<file path="src/design/gpio_irq_pad_params.svh">
// constants for the port interrupt and pad control block
// assumes a 32-bit plain register port with byte offsets and eight pins
//
// Contract
// polarity bit 1 triggers rising edge or high level, 0 falling or low.
// enable bit 1 lets a pin's condition reach its interrupt and combined line.
// raw status reads 1 once the trigger condition is met, regardless of mask.
// masked status equals raw status ANDed with the pin enable.
// combined interrupt is high while any masked status bit is set.
// writing 1 to clear register clears the pin's edge latch; 0 no effect.
// level-sensitive pins show raw status following the active level directly.
// function select 1 gives the line to alternate hardware, 0 to software.
// function select resets to zero except debug lines: 0x80 or 0x0f.
// any reset returns function select and direction to their defaults.
// boot software keeps a way to restore debug function on the lines.
// writing 1 to low-drive bit clears that pin's mid and high bits.
// writing 1 to mid-drive bit clears that pin's low and high bits.
// writing 1 to high-drive bit clears that pin's low and mid bits.
// competing drive bits clear on the second clock after the write.
// reset selects low drive 0xff, mid and high drive zero.
// software leaves bits 31:8 alone and ignores their read value.
// sense bit 1 makes detection level-sensitive, 0 edge-sensitive.
// edge pins with dual-edge bit set trigger on both edges.
`ifndef GPIO_IRQ_PAD_PARAMS_SVH
`define GPIO_IRQ_PAD_PARAMS_SVH

`define GP_ADDR_W          12
`define GP_PINS            8
`define GP_OFS_DIR         12'h400
`define GP_OFS_SENSE       12'h404
`define GP_OFS_DUAL        12'h408
`define GP_OFS_POL         12'h40c
`define GP_OFS_EN          12'h410
`define GP_OFS_RAW         12'h414
`define GP_OFS_MSK         12'h418
`define GP_OFS_CLR         12'h41c
`define GP_OFS_FUNCTION_SELECT_FIELD       12'h420
`define GP_OFS_DRV_LO      12'h500
`define GP_OFS_DRV_MID     12'h504
`define GP_OFS_DRV_HI      12'h508
`define GP_RST_DRV_LO      8'hff
`define GP_RST_ZERO        8'h00
`define GP_RST_FUNCTION_SELECT_FIELD_ONE   8'h80
`define GP_RST_FUNCTION_SELECT_FIELD_FOUR  8'h0f

`endif

</file>
<file path="src/design/gpio_irq_pad_pkg.sv">
// types for the port interrupt and pad control block
// assumes the constants header sits beside it
package gpio_irq_pad_pkg;
    typedef logic [7:0]  pin_vec_t;
    typedef logic [11:0] reg_addr_t;
    typedef logic [31:0] bus_word_t;

    // which debug lines this port instance holds
    typedef enum logic [1:0] {
        DBG_NONE,
        DBG_ONE_LINE,
        DBG_FOUR_LINES
    } debug_group_t;
endpackage

</file>
<file path="src/design/gpio_irq_detect.sv">
// per-pin trigger detection and raw status latch
// assumes pin levels already synchronised to i_clk
`timescale 1ns/100ps
`include "gpio_irq_pad_params.svh"
module gpio_irq_detect
    import gpio_irq_pad_pkg::*;
(
    // clock and reset
    input  wire logic      i_clk,
    input  wire logic      i_nrst,
    // pin level and configuration
    input  wire pin_vec_t  i_level,
    input  wire pin_vec_t  i_sense,
    input  wire pin_vec_t  i_dual,
    input  wire pin_vec_t  i_pol,
    input  wire pin_vec_t  i_clear,
    // raw status
    output pin_vec_t       o_raw
);
    typedef struct packed {
        pin_vec_t last;
        pin_vec_t latch;
    } det_state_t;

    det_state_t st_r;
    det_state_t st_nxt;
    pin_vec_t   edge_hit;
    pin_vec_t   level_hit;

    genvar g;
    generate
        for (g = 0; g < `GP_PINS; g++) begin : g_pin
            logic rise;
            logic fall;
            assign rise = i_level[g] & ~st_r.last[g];
            assign fall = ~i_level[g] & st_r.last[g];
            assign edge_hit[g] = i_dual[g] ? (rise | fall)
                                           : (i_pol[g] ? rise : fall);
            assign level_hit[g] = i_pol[g] ? i_level[g] : ~i_level[g];
        end
    endgenerate

    always_comb begin
        st_nxt      = st_r;
        st_nxt.last = i_level;
        // a new edge wins over a clear in the same cycle
        st_nxt.latch = (st_r.latch & ~i_clear) | (edge_hit & ~i_sense);
    end

    always_ff @(posedge i_clk or negedge i_nrst) begin
        if (!i_nrst) begin
            st_r <= '0;
        end else begin
            st_r <= st_nxt;
        end
    end

    // level pins bypass the latch, so a clear cannot hold while level stays
    assign o_raw = (i_sense & level_hit) | (~i_sense & st_r.latch);
endmodule // gpio_irq_detect

</file>
<file path="src/design/gpio_irq_pad.sv">
// interrupt detection and pad control registers for one eight-pin port
// assumes a plain single-cycle register port and asynchronous pin inputs
//
// The strobed register port was chosen for this implementation.
`timescale 1ns/100ps
`include "gpio_irq_pad_params.svh"
module gpio_irq_pad #(
    parameter gpio_irq_pad_pkg::debug_group_t DEBUG_GROUP = gpio_irq_pad_pkg::DBG_NONE
) (
    // clock and reset
    input  wire logic                        i_clk,
    input  wire logic                        i_nrst,
    // register port
    input  wire gpio_irq_pad_pkg::reg_addr_t i_addr,
    input  wire gpio_irq_pad_pkg::bus_word_t i_wdata,
    input  wire logic                        i_wr,
    input  wire logic                        i_rd,
    output gpio_irq_pad_pkg::bus_word_t      o_rdata,
    // pins
    input  wire gpio_irq_pad_pkg::pin_vec_t  i_pins,
    // pad and mux control
    output gpio_irq_pad_pkg::pin_vec_t       o_direction,
    output gpio_irq_pad_pkg::pin_vec_t       o_function_select,
    output gpio_irq_pad_pkg::pin_vec_t       o_low_drive,
    output gpio_irq_pad_pkg::pin_vec_t       o_mid_drive,
    output gpio_irq_pad_pkg::pin_vec_t       o_high_drive,
    // interrupts
    output gpio_irq_pad_pkg::pin_vec_t       o_pin_irq,
    output logic                             o_combined_port_interrupt
);
    import gpio_irq_pad_pkg::*;

    function automatic logic hit(input reg_addr_t a, input reg_addr_t ofs);
        hit = (a == ofs);
    endfunction

    function automatic pin_vec_t function_select_field_reset(input debug_group_t grp);
        unique case (grp)
            DBG_ONE_LINE:   function_select_field_reset = `GP_RST_FUNCTION_SELECT_FIELD_ONE;
            DBG_FOUR_LINES: function_select_field_reset = `GP_RST_FUNCTION_SELECT_FIELD_FOUR;
            DBG_NONE:       function_select_field_reset = `GP_RST_ZERO;
            default:        function_select_field_reset = `GP_RST_ZERO;
        endcase
    endfunction

    typedef struct packed {
        pin_vec_t  sync1;
        pin_vec_t  sync2;
        pin_vec_t  direction;
        pin_vec_t  sense;
        pin_vec_t  dual;
        pin_vec_t  pol;
        pin_vec_t  enable;
        pin_vec_t  function_select_field;
        pin_vec_t  drv_lo;
        pin_vec_t  drv_mid;
        pin_vec_t  drv_hi;
        pin_vec_t  kill_lo;
        pin_vec_t  kill_mid;
        pin_vec_t  kill_hi;
        bus_word_t rdata;
    } regs_t;

    regs_t    st_r;
    regs_t    st_nxt;
    pin_vec_t raw;
    pin_vec_t masked;
    pin_vec_t clear_req;
    pin_vec_t wbyte;

    assign wbyte = i_wdata[7:0];
    assign clear_req = (i_wr && hit(i_addr, `GP_OFS_CLR)) ? wbyte : '0;

    gpio_irq_detect u_detect (
        .i_clk   (i_clk),
        .i_nrst  (i_nrst),
        .i_level (st_r.sync2),
        .i_sense (st_r.sense),
        .i_dual  (st_r.dual),
        .i_pol   (st_r.pol),
        .i_clear (clear_req),
        .o_raw   (raw)
    );

    assign masked = raw & st_r.enable;

    always_comb begin
        st_nxt       = st_r;
        st_nxt.sync1 = i_pins;
        st_nxt.sync2 = st_r.sync1;

        // competing drive bits drop one cycle after the write lands,
        // so the clear shows on the second edge after the write
        st_nxt.drv_lo   = st_r.drv_lo & ~st_r.kill_lo;
        st_nxt.drv_mid  = st_r.drv_mid & ~st_r.kill_mid;
        st_nxt.drv_hi   = st_r.drv_hi & ~st_r.kill_hi;
        st_nxt.kill_lo  = '0;
        st_nxt.kill_mid = '0;
        st_nxt.kill_hi  = '0;

        if (i_wr) begin
            unique case (i_addr)
                `GP_OFS_DIR:   st_nxt.direction = wbyte;
                `GP_OFS_SENSE: st_nxt.sense     = wbyte;
                `GP_OFS_DUAL:  st_nxt.dual      = wbyte;
                `GP_OFS_POL:   st_nxt.pol       = wbyte;
                `GP_OFS_EN:    st_nxt.enable    = wbyte;
                `GP_OFS_FUNCTION_SELECT_FIELD: st_nxt.function_select_field     = wbyte;
                `GP_OFS_DRV_LO: begin
                    st_nxt.drv_lo   = wbyte;
                    st_nxt.kill_mid = wbyte;
                    st_nxt.kill_hi  = wbyte;
                end
                `GP_OFS_DRV_MID: begin
                    st_nxt.drv_mid  = wbyte;
                    st_nxt.kill_lo  = wbyte;
                    st_nxt.kill_hi  = wbyte;
                end
                `GP_OFS_DRV_HI: begin
                    st_nxt.drv_hi   = wbyte;
                    st_nxt.kill_lo  = wbyte;
                    st_nxt.kill_mid = wbyte;
                end
                default: ;
            endcase
        end

        // upper bits read as zero; unmapped offsets read zero
        st_nxt.rdata = '0;
        if (i_rd) begin
            unique case (i_addr)
                `GP_OFS_DIR:     st_nxt.rdata[7:0] = st_r.direction;
                `GP_OFS_SENSE:   st_nxt.rdata[7:0] = st_r.sense;
                `GP_OFS_DUAL:    st_nxt.rdata[7:0] = st_r.dual;
                `GP_OFS_POL:     st_nxt.rdata[7:0] = st_r.pol;
                `GP_OFS_EN:      st_nxt.rdata[7:0] = st_r.enable;
                `GP_OFS_RAW:     st_nxt.rdata[7:0] = raw;
                `GP_OFS_MSK:     st_nxt.rdata[7:0] = masked;
                `GP_OFS_FUNCTION_SELECT_FIELD:   st_nxt.rdata[7:0] = st_r.function_select_field;
                `GP_OFS_DRV_LO:  st_nxt.rdata[7:0] = st_r.drv_lo;
                `GP_OFS_DRV_MID: st_nxt.rdata[7:0] = st_r.drv_mid;
                `GP_OFS_DRV_HI:  st_nxt.rdata[7:0] = st_r.drv_hi;
                default:         st_nxt.rdata      = '0;
            endcase
        end
    end

    always_ff @(posedge i_clk or negedge i_nrst) begin
        if (!i_nrst) begin
            st_r        <= '0;
            st_r.function_select_field  <= function_select_field_reset(DEBUG_GROUP);
            st_r.drv_lo <= `GP_RST_DRV_LO;
        end else begin
            st_r <= st_nxt;
        end
    end

    assign o_rdata                   = st_r.rdata;
    assign o_direction               = st_r.direction;
    assign o_function_select         = st_r.function_select_field;
    assign o_low_drive               = st_r.drv_lo;
    assign o_mid_drive               = st_r.drv_mid;
    assign o_high_drive              = st_r.drv_hi;
    assign o_pin_irq                 = masked;
    assign o_combined_port_interrupt = |masked;
endmodule // gpio_irq_pad

</file>
<file path="config.mk">
export PLATFORM = sky130hd
export DESIGN_NAME = gpio_irq_pad
export DESIGN_NICKNAME = d
export VERILOG_FILES = /design/src/design/gpio_irq_pad_pkg.sv /design/src/design/gpio_irq_detect.sv /design/src/design/gpio_irq_pad.sv
export VERILOG_INCLUDE_DIRS = /design/src /design/src/design
export SDC_FILE = /design/constraint.sdc
export NUM_CORES = 1
export LEC_CHECK = 0
export ABC_AREA = 1
export BUFFER_PORTS_ARGS = -buffer_cell sky130_fd_sc_hd__buf_2
export CAP_MARGIN = 20
export CORE_MARGIN = 10
export CORE_UTILIZATION = 60
export CTS_CLUSTER_SIZE = 28
export DETAILED_ROUTE_END_ITERATION = 7
export PLACE_DENSITY = 0.82
export SLEW_MARGIN = 20
export SYNTH_ARGS = -nofsm -noshare
export SYNTH_HDL_FRONTEND = slang
export SYNTH_SLANG_ARGS = --single-unit
</file>
<file path="constraint.sdc">
create_clock -name i_clk -period 3.6 [get_ports i_clk]
set_input_delay 0.54 -clock i_clk [delete_from_list [all_inputs] [get_ports i_clk]]
set_output_delay 0.54 -clock i_clk [all_outputs]
set_load 0.005 [all_outputs]
</file>
==> results.sh <==
export IMPL_cts_resized=0
export IMPL_clock_sinks=136
export IMPL_worstPathRequired_ns=3.06
export IMPL_setup_tns_ns=0
export IMPL_leakage_nw=4.11
export IMPL_first_pass_iters=6
export IMPL_grt_overflow_total=0
export IMPL_rows=39
export IMPL_hpwl_um=13200
export IMPL_critPathLaunchType="flip-flop"
export IMPL_vias=5836
export IMPL_io_pins=137
export IMPL_ys_seq_elements=136
export IMPL_relSlewSlack_pct=48.9
export IMPL_worstPathMaxFanout=4
export IMPL_globalplace_congestion=0.920
export IMPL_die_area_sq_um=16500
export IMPL_pwr_share_seq_pct=42.8
export IMPL_status="finished, final reports clean"
export IMPL_cts_buffers=17
export IMPL_grt_max_degree=86
export IMPL_skew_ns=0.00421
export IMPL_cts_buffer_depth=2
export IMPL_hold_viol_final=0
export IMPL_post_cts_repair_setup_buffers=0
export IMPL_crit_arrival_ns=2.02
export IMPL_drive_above_1_share_pct=20.0
export IMPL_core_area_sq_um=11500
export IMPL_ys_seq_area_share_pct=48.3
export IMPL_crit_type="flip-flop to output port"
export IMPL_synth_top_area_share_pct=45.3
export IMPL_antenna_cells=0
export IMPL_p_sw_share_pct=21.1
export IMPL_hold_buffers=0
export IMPL_power_density_nw_per_um2=465
export IMPL_cell_internal_pwr_mw=2.88
export IMPL_insertion_delay_ns=0.42
export IMPL_netlist_area_sq_um=7070
export IMPL_port_buffers=88
export IMPL_synth_distinct_cells=36
export IMPL_clock_root_buffer="clkbuf_16"
export IMPL_worst_pin_slew_ns=0.766
export IMPL_maxCapViolCount=0
export IMPL_antenna_found_initial=0
export IMPL_syn_inst=825
export IMPL_yosys_warnings=0
export IMPL_dieWidth_um=129
export IMPL_fp_dieH_um=129
export IMPL_p_comb_share_pct=4.4
export IMPL_utilization_pct=68.3
export IMPL_clkPwrFrac_pct=52.8
export IMPL_grt_pass1_vias=5720
export IMPL_rsz0062_at_grt="no"
export IMPL_maxClockFrequency_mhz=390
export IMPL_grt_pass1_wl_um=29900
export IMPL_drtIter0Drc=708
export IMPL_area_growth_syn_to_layout_pct=10.8
export IMPL_end_kind="output port"
export IMPL_fin_crit_sh_pct=71.2
export IMPL_drtAntennaViolNets=0
export IMPL_final_max_slew_viol_count=0
export IMPL_setup_violations=0
export IMPL_switching_power_mw=0.770
export IMPL_final_common_cell="nand2_1"
export IMPL_holdCritPathClass="primary input to async pin"
export IMPL_initial_core_util_pct=61.7
export IMPL_totalWireLength_um=19000
export IMPL_viasPerCell=5.69
export IMPL_synth_top_area_cell="dfrtp_1"
export IMPL_cts_tree="yes"
export IMPL_syn_area_per_cell_sq_um=8.57
export IMPL_post_route_drc_count=0
export IMPL_wire_per_inst_um=18.5
export IMPL_htreeDepth=4
export IMPL_synth_area_leaders="dfrtp_1 (45%), nand2_1 (11%), buf_4 (8.1%)"
export IMPL_layout_min_cycle_time_ns=2.56
export IMPL_most_common_layout_cells="nand2_1 (199), dfrtp_1 (128), buf_2 (87), inv_1 (70), nand3_1 (69)"
export IMPL_nets=942
export IMPL_clkTransAtPathRegs_ns=0.05
export IMPL_grt_use_total_pct=22.8
export IMPL_ir_drop_mv=0.379
[critical path, cell delays in order (launching register included)]
cell,delay [ns]
dfrtp_1,0.41
inv_1,0.11
nand2_1,0.06
nand3_1,0.09
a21boi_0,0.17
or2_2,0.37
nor3_1,0.14
nand2_1,0.11
buf_2,0.15
[path summary, 6_finish.rpt]
kind	from	endpoint	slack [ns]	depth (start not counted)
worst min-delay path	i_nrst	st_nxt[128]	0.17	1
worst min register to register	st_nxt[128]	st_r[128]	0.34	0
min in group i_clk	i_pins[1]	st_nxt[129]	0.22	1
worst max-delay path	st_r[100]	o_combined_port_interrupt	1.04	8
max in group asynchronous	i_nrst	st_r[109]	2.68	2
worst max register to register	st_r[96]	o_rdata[0]	2.11	10
[final cells by class]
type / count / area (sq um)
Fill cell: 926 / 3630
Sequential cell: 136 / 3410
Multi-Input combinational cell: 551 / 2820
Clock buffer: 26 / 529
Timing Repair Buffer: 91 / 482
Inverter: 73 / 277
Tap cell: 143 / 179
Clock inverter: 6 / 133
[logic make-up after synthesis]
family          count (synthesis)  synth area share, %
compound gates                117                 9.32
other cells                     1               0.0530
fa+ha+maj                      16                 2.83
flops                         136                 48.3
buf+inv                       161                 13.0
simple gates                  394                 26.5
[per-stage QoR]
| stage | hold slack, ns | setup slack [ns] | instance area [sq um] | std cells | total power [mW] |
|---|---|---|---|---|---|
| floorplan | 0.244 | 1.83 | 7160 | 848 | 1.68 |
| global placement | 0.332 | 1.25 | 7170 | 994 | 1.74 |
| detailed placement | 0.336 | 1.24 | 7170 | 994 | 1.75 |
| CTS | 0.199 | 1.07 | 7840 | 1026 | 3.66 |
| global route | 0.216 | 0.971 | 7840 | 1026 | 3.74 |
| finish | 0.168 | 1.04 | 7840 | 1026 | 3.65 |
[metal layers]
metal	vias up	GRT usage (%)	share of wire, %
met2	311	37.1	48
li1	2669	-	-
met3	43	6.57	8.8
met1	2813	28.5	41
met4	0	8.19	2.2
met5	-	0	0
[flip-flops by register name, summed over array words and instances, names as in the netlist]
register,flops
o_rdata,8
st_nxt,8
st_r,64
o_high_drive,8
o_mid_drive,8
o_low_drive,8
u_detect.st_r,16
o_function_select,8
o_direction,8
[synthesized netlist by cell type]
cell / number
o21ai_2: 8
nor2_1: 58
nand3_4: 1
o21ai_0: 53
buf_4: 76
buf_6: 3
a221o_1: 2
inv_4: 1
inv_2: 2
buf_2: 6
nor2_8: 1
and3_1: 1
dfstp_2: 8
nor2_4: 8
clkbuf_1: 2
nand4_1: 3
o21ai_1: 12
nand2_4: 4
nand3_2: 3
nor3_1: 2
a21boi_0: 3
nand2_2: 8
or2_2: 2
nor3b_4: 1
a22oi_1: 6
nor2_2: 9
ha_1: 16
nand3b_1: 25
conb_1: 1
inv_1: 70
nand2_1: 199
buf_1: 1
a21oi_1: 24
nand3_1: 69
o22ai_1: 9
dfrtp_1: 128
[power groups by stage]
| stage | logic, mW | clock network [mW] | registers, mW |
|---|---|---|---|
| after floorplan | 0.0966 | 0 | 1.58 |
| after global placement | 0.153 | 0 | 1.59 |
| after detailed placement | 0.157 | 0 | 1.59 |
| after CTS | 0.159 | 1.94 | 1.56 |
| after global routing | 0.178 | 2.00 | 1.56 |
| final | 0.159 | 1.93 | 1.56 |
(Power assumes the default switching activity.)
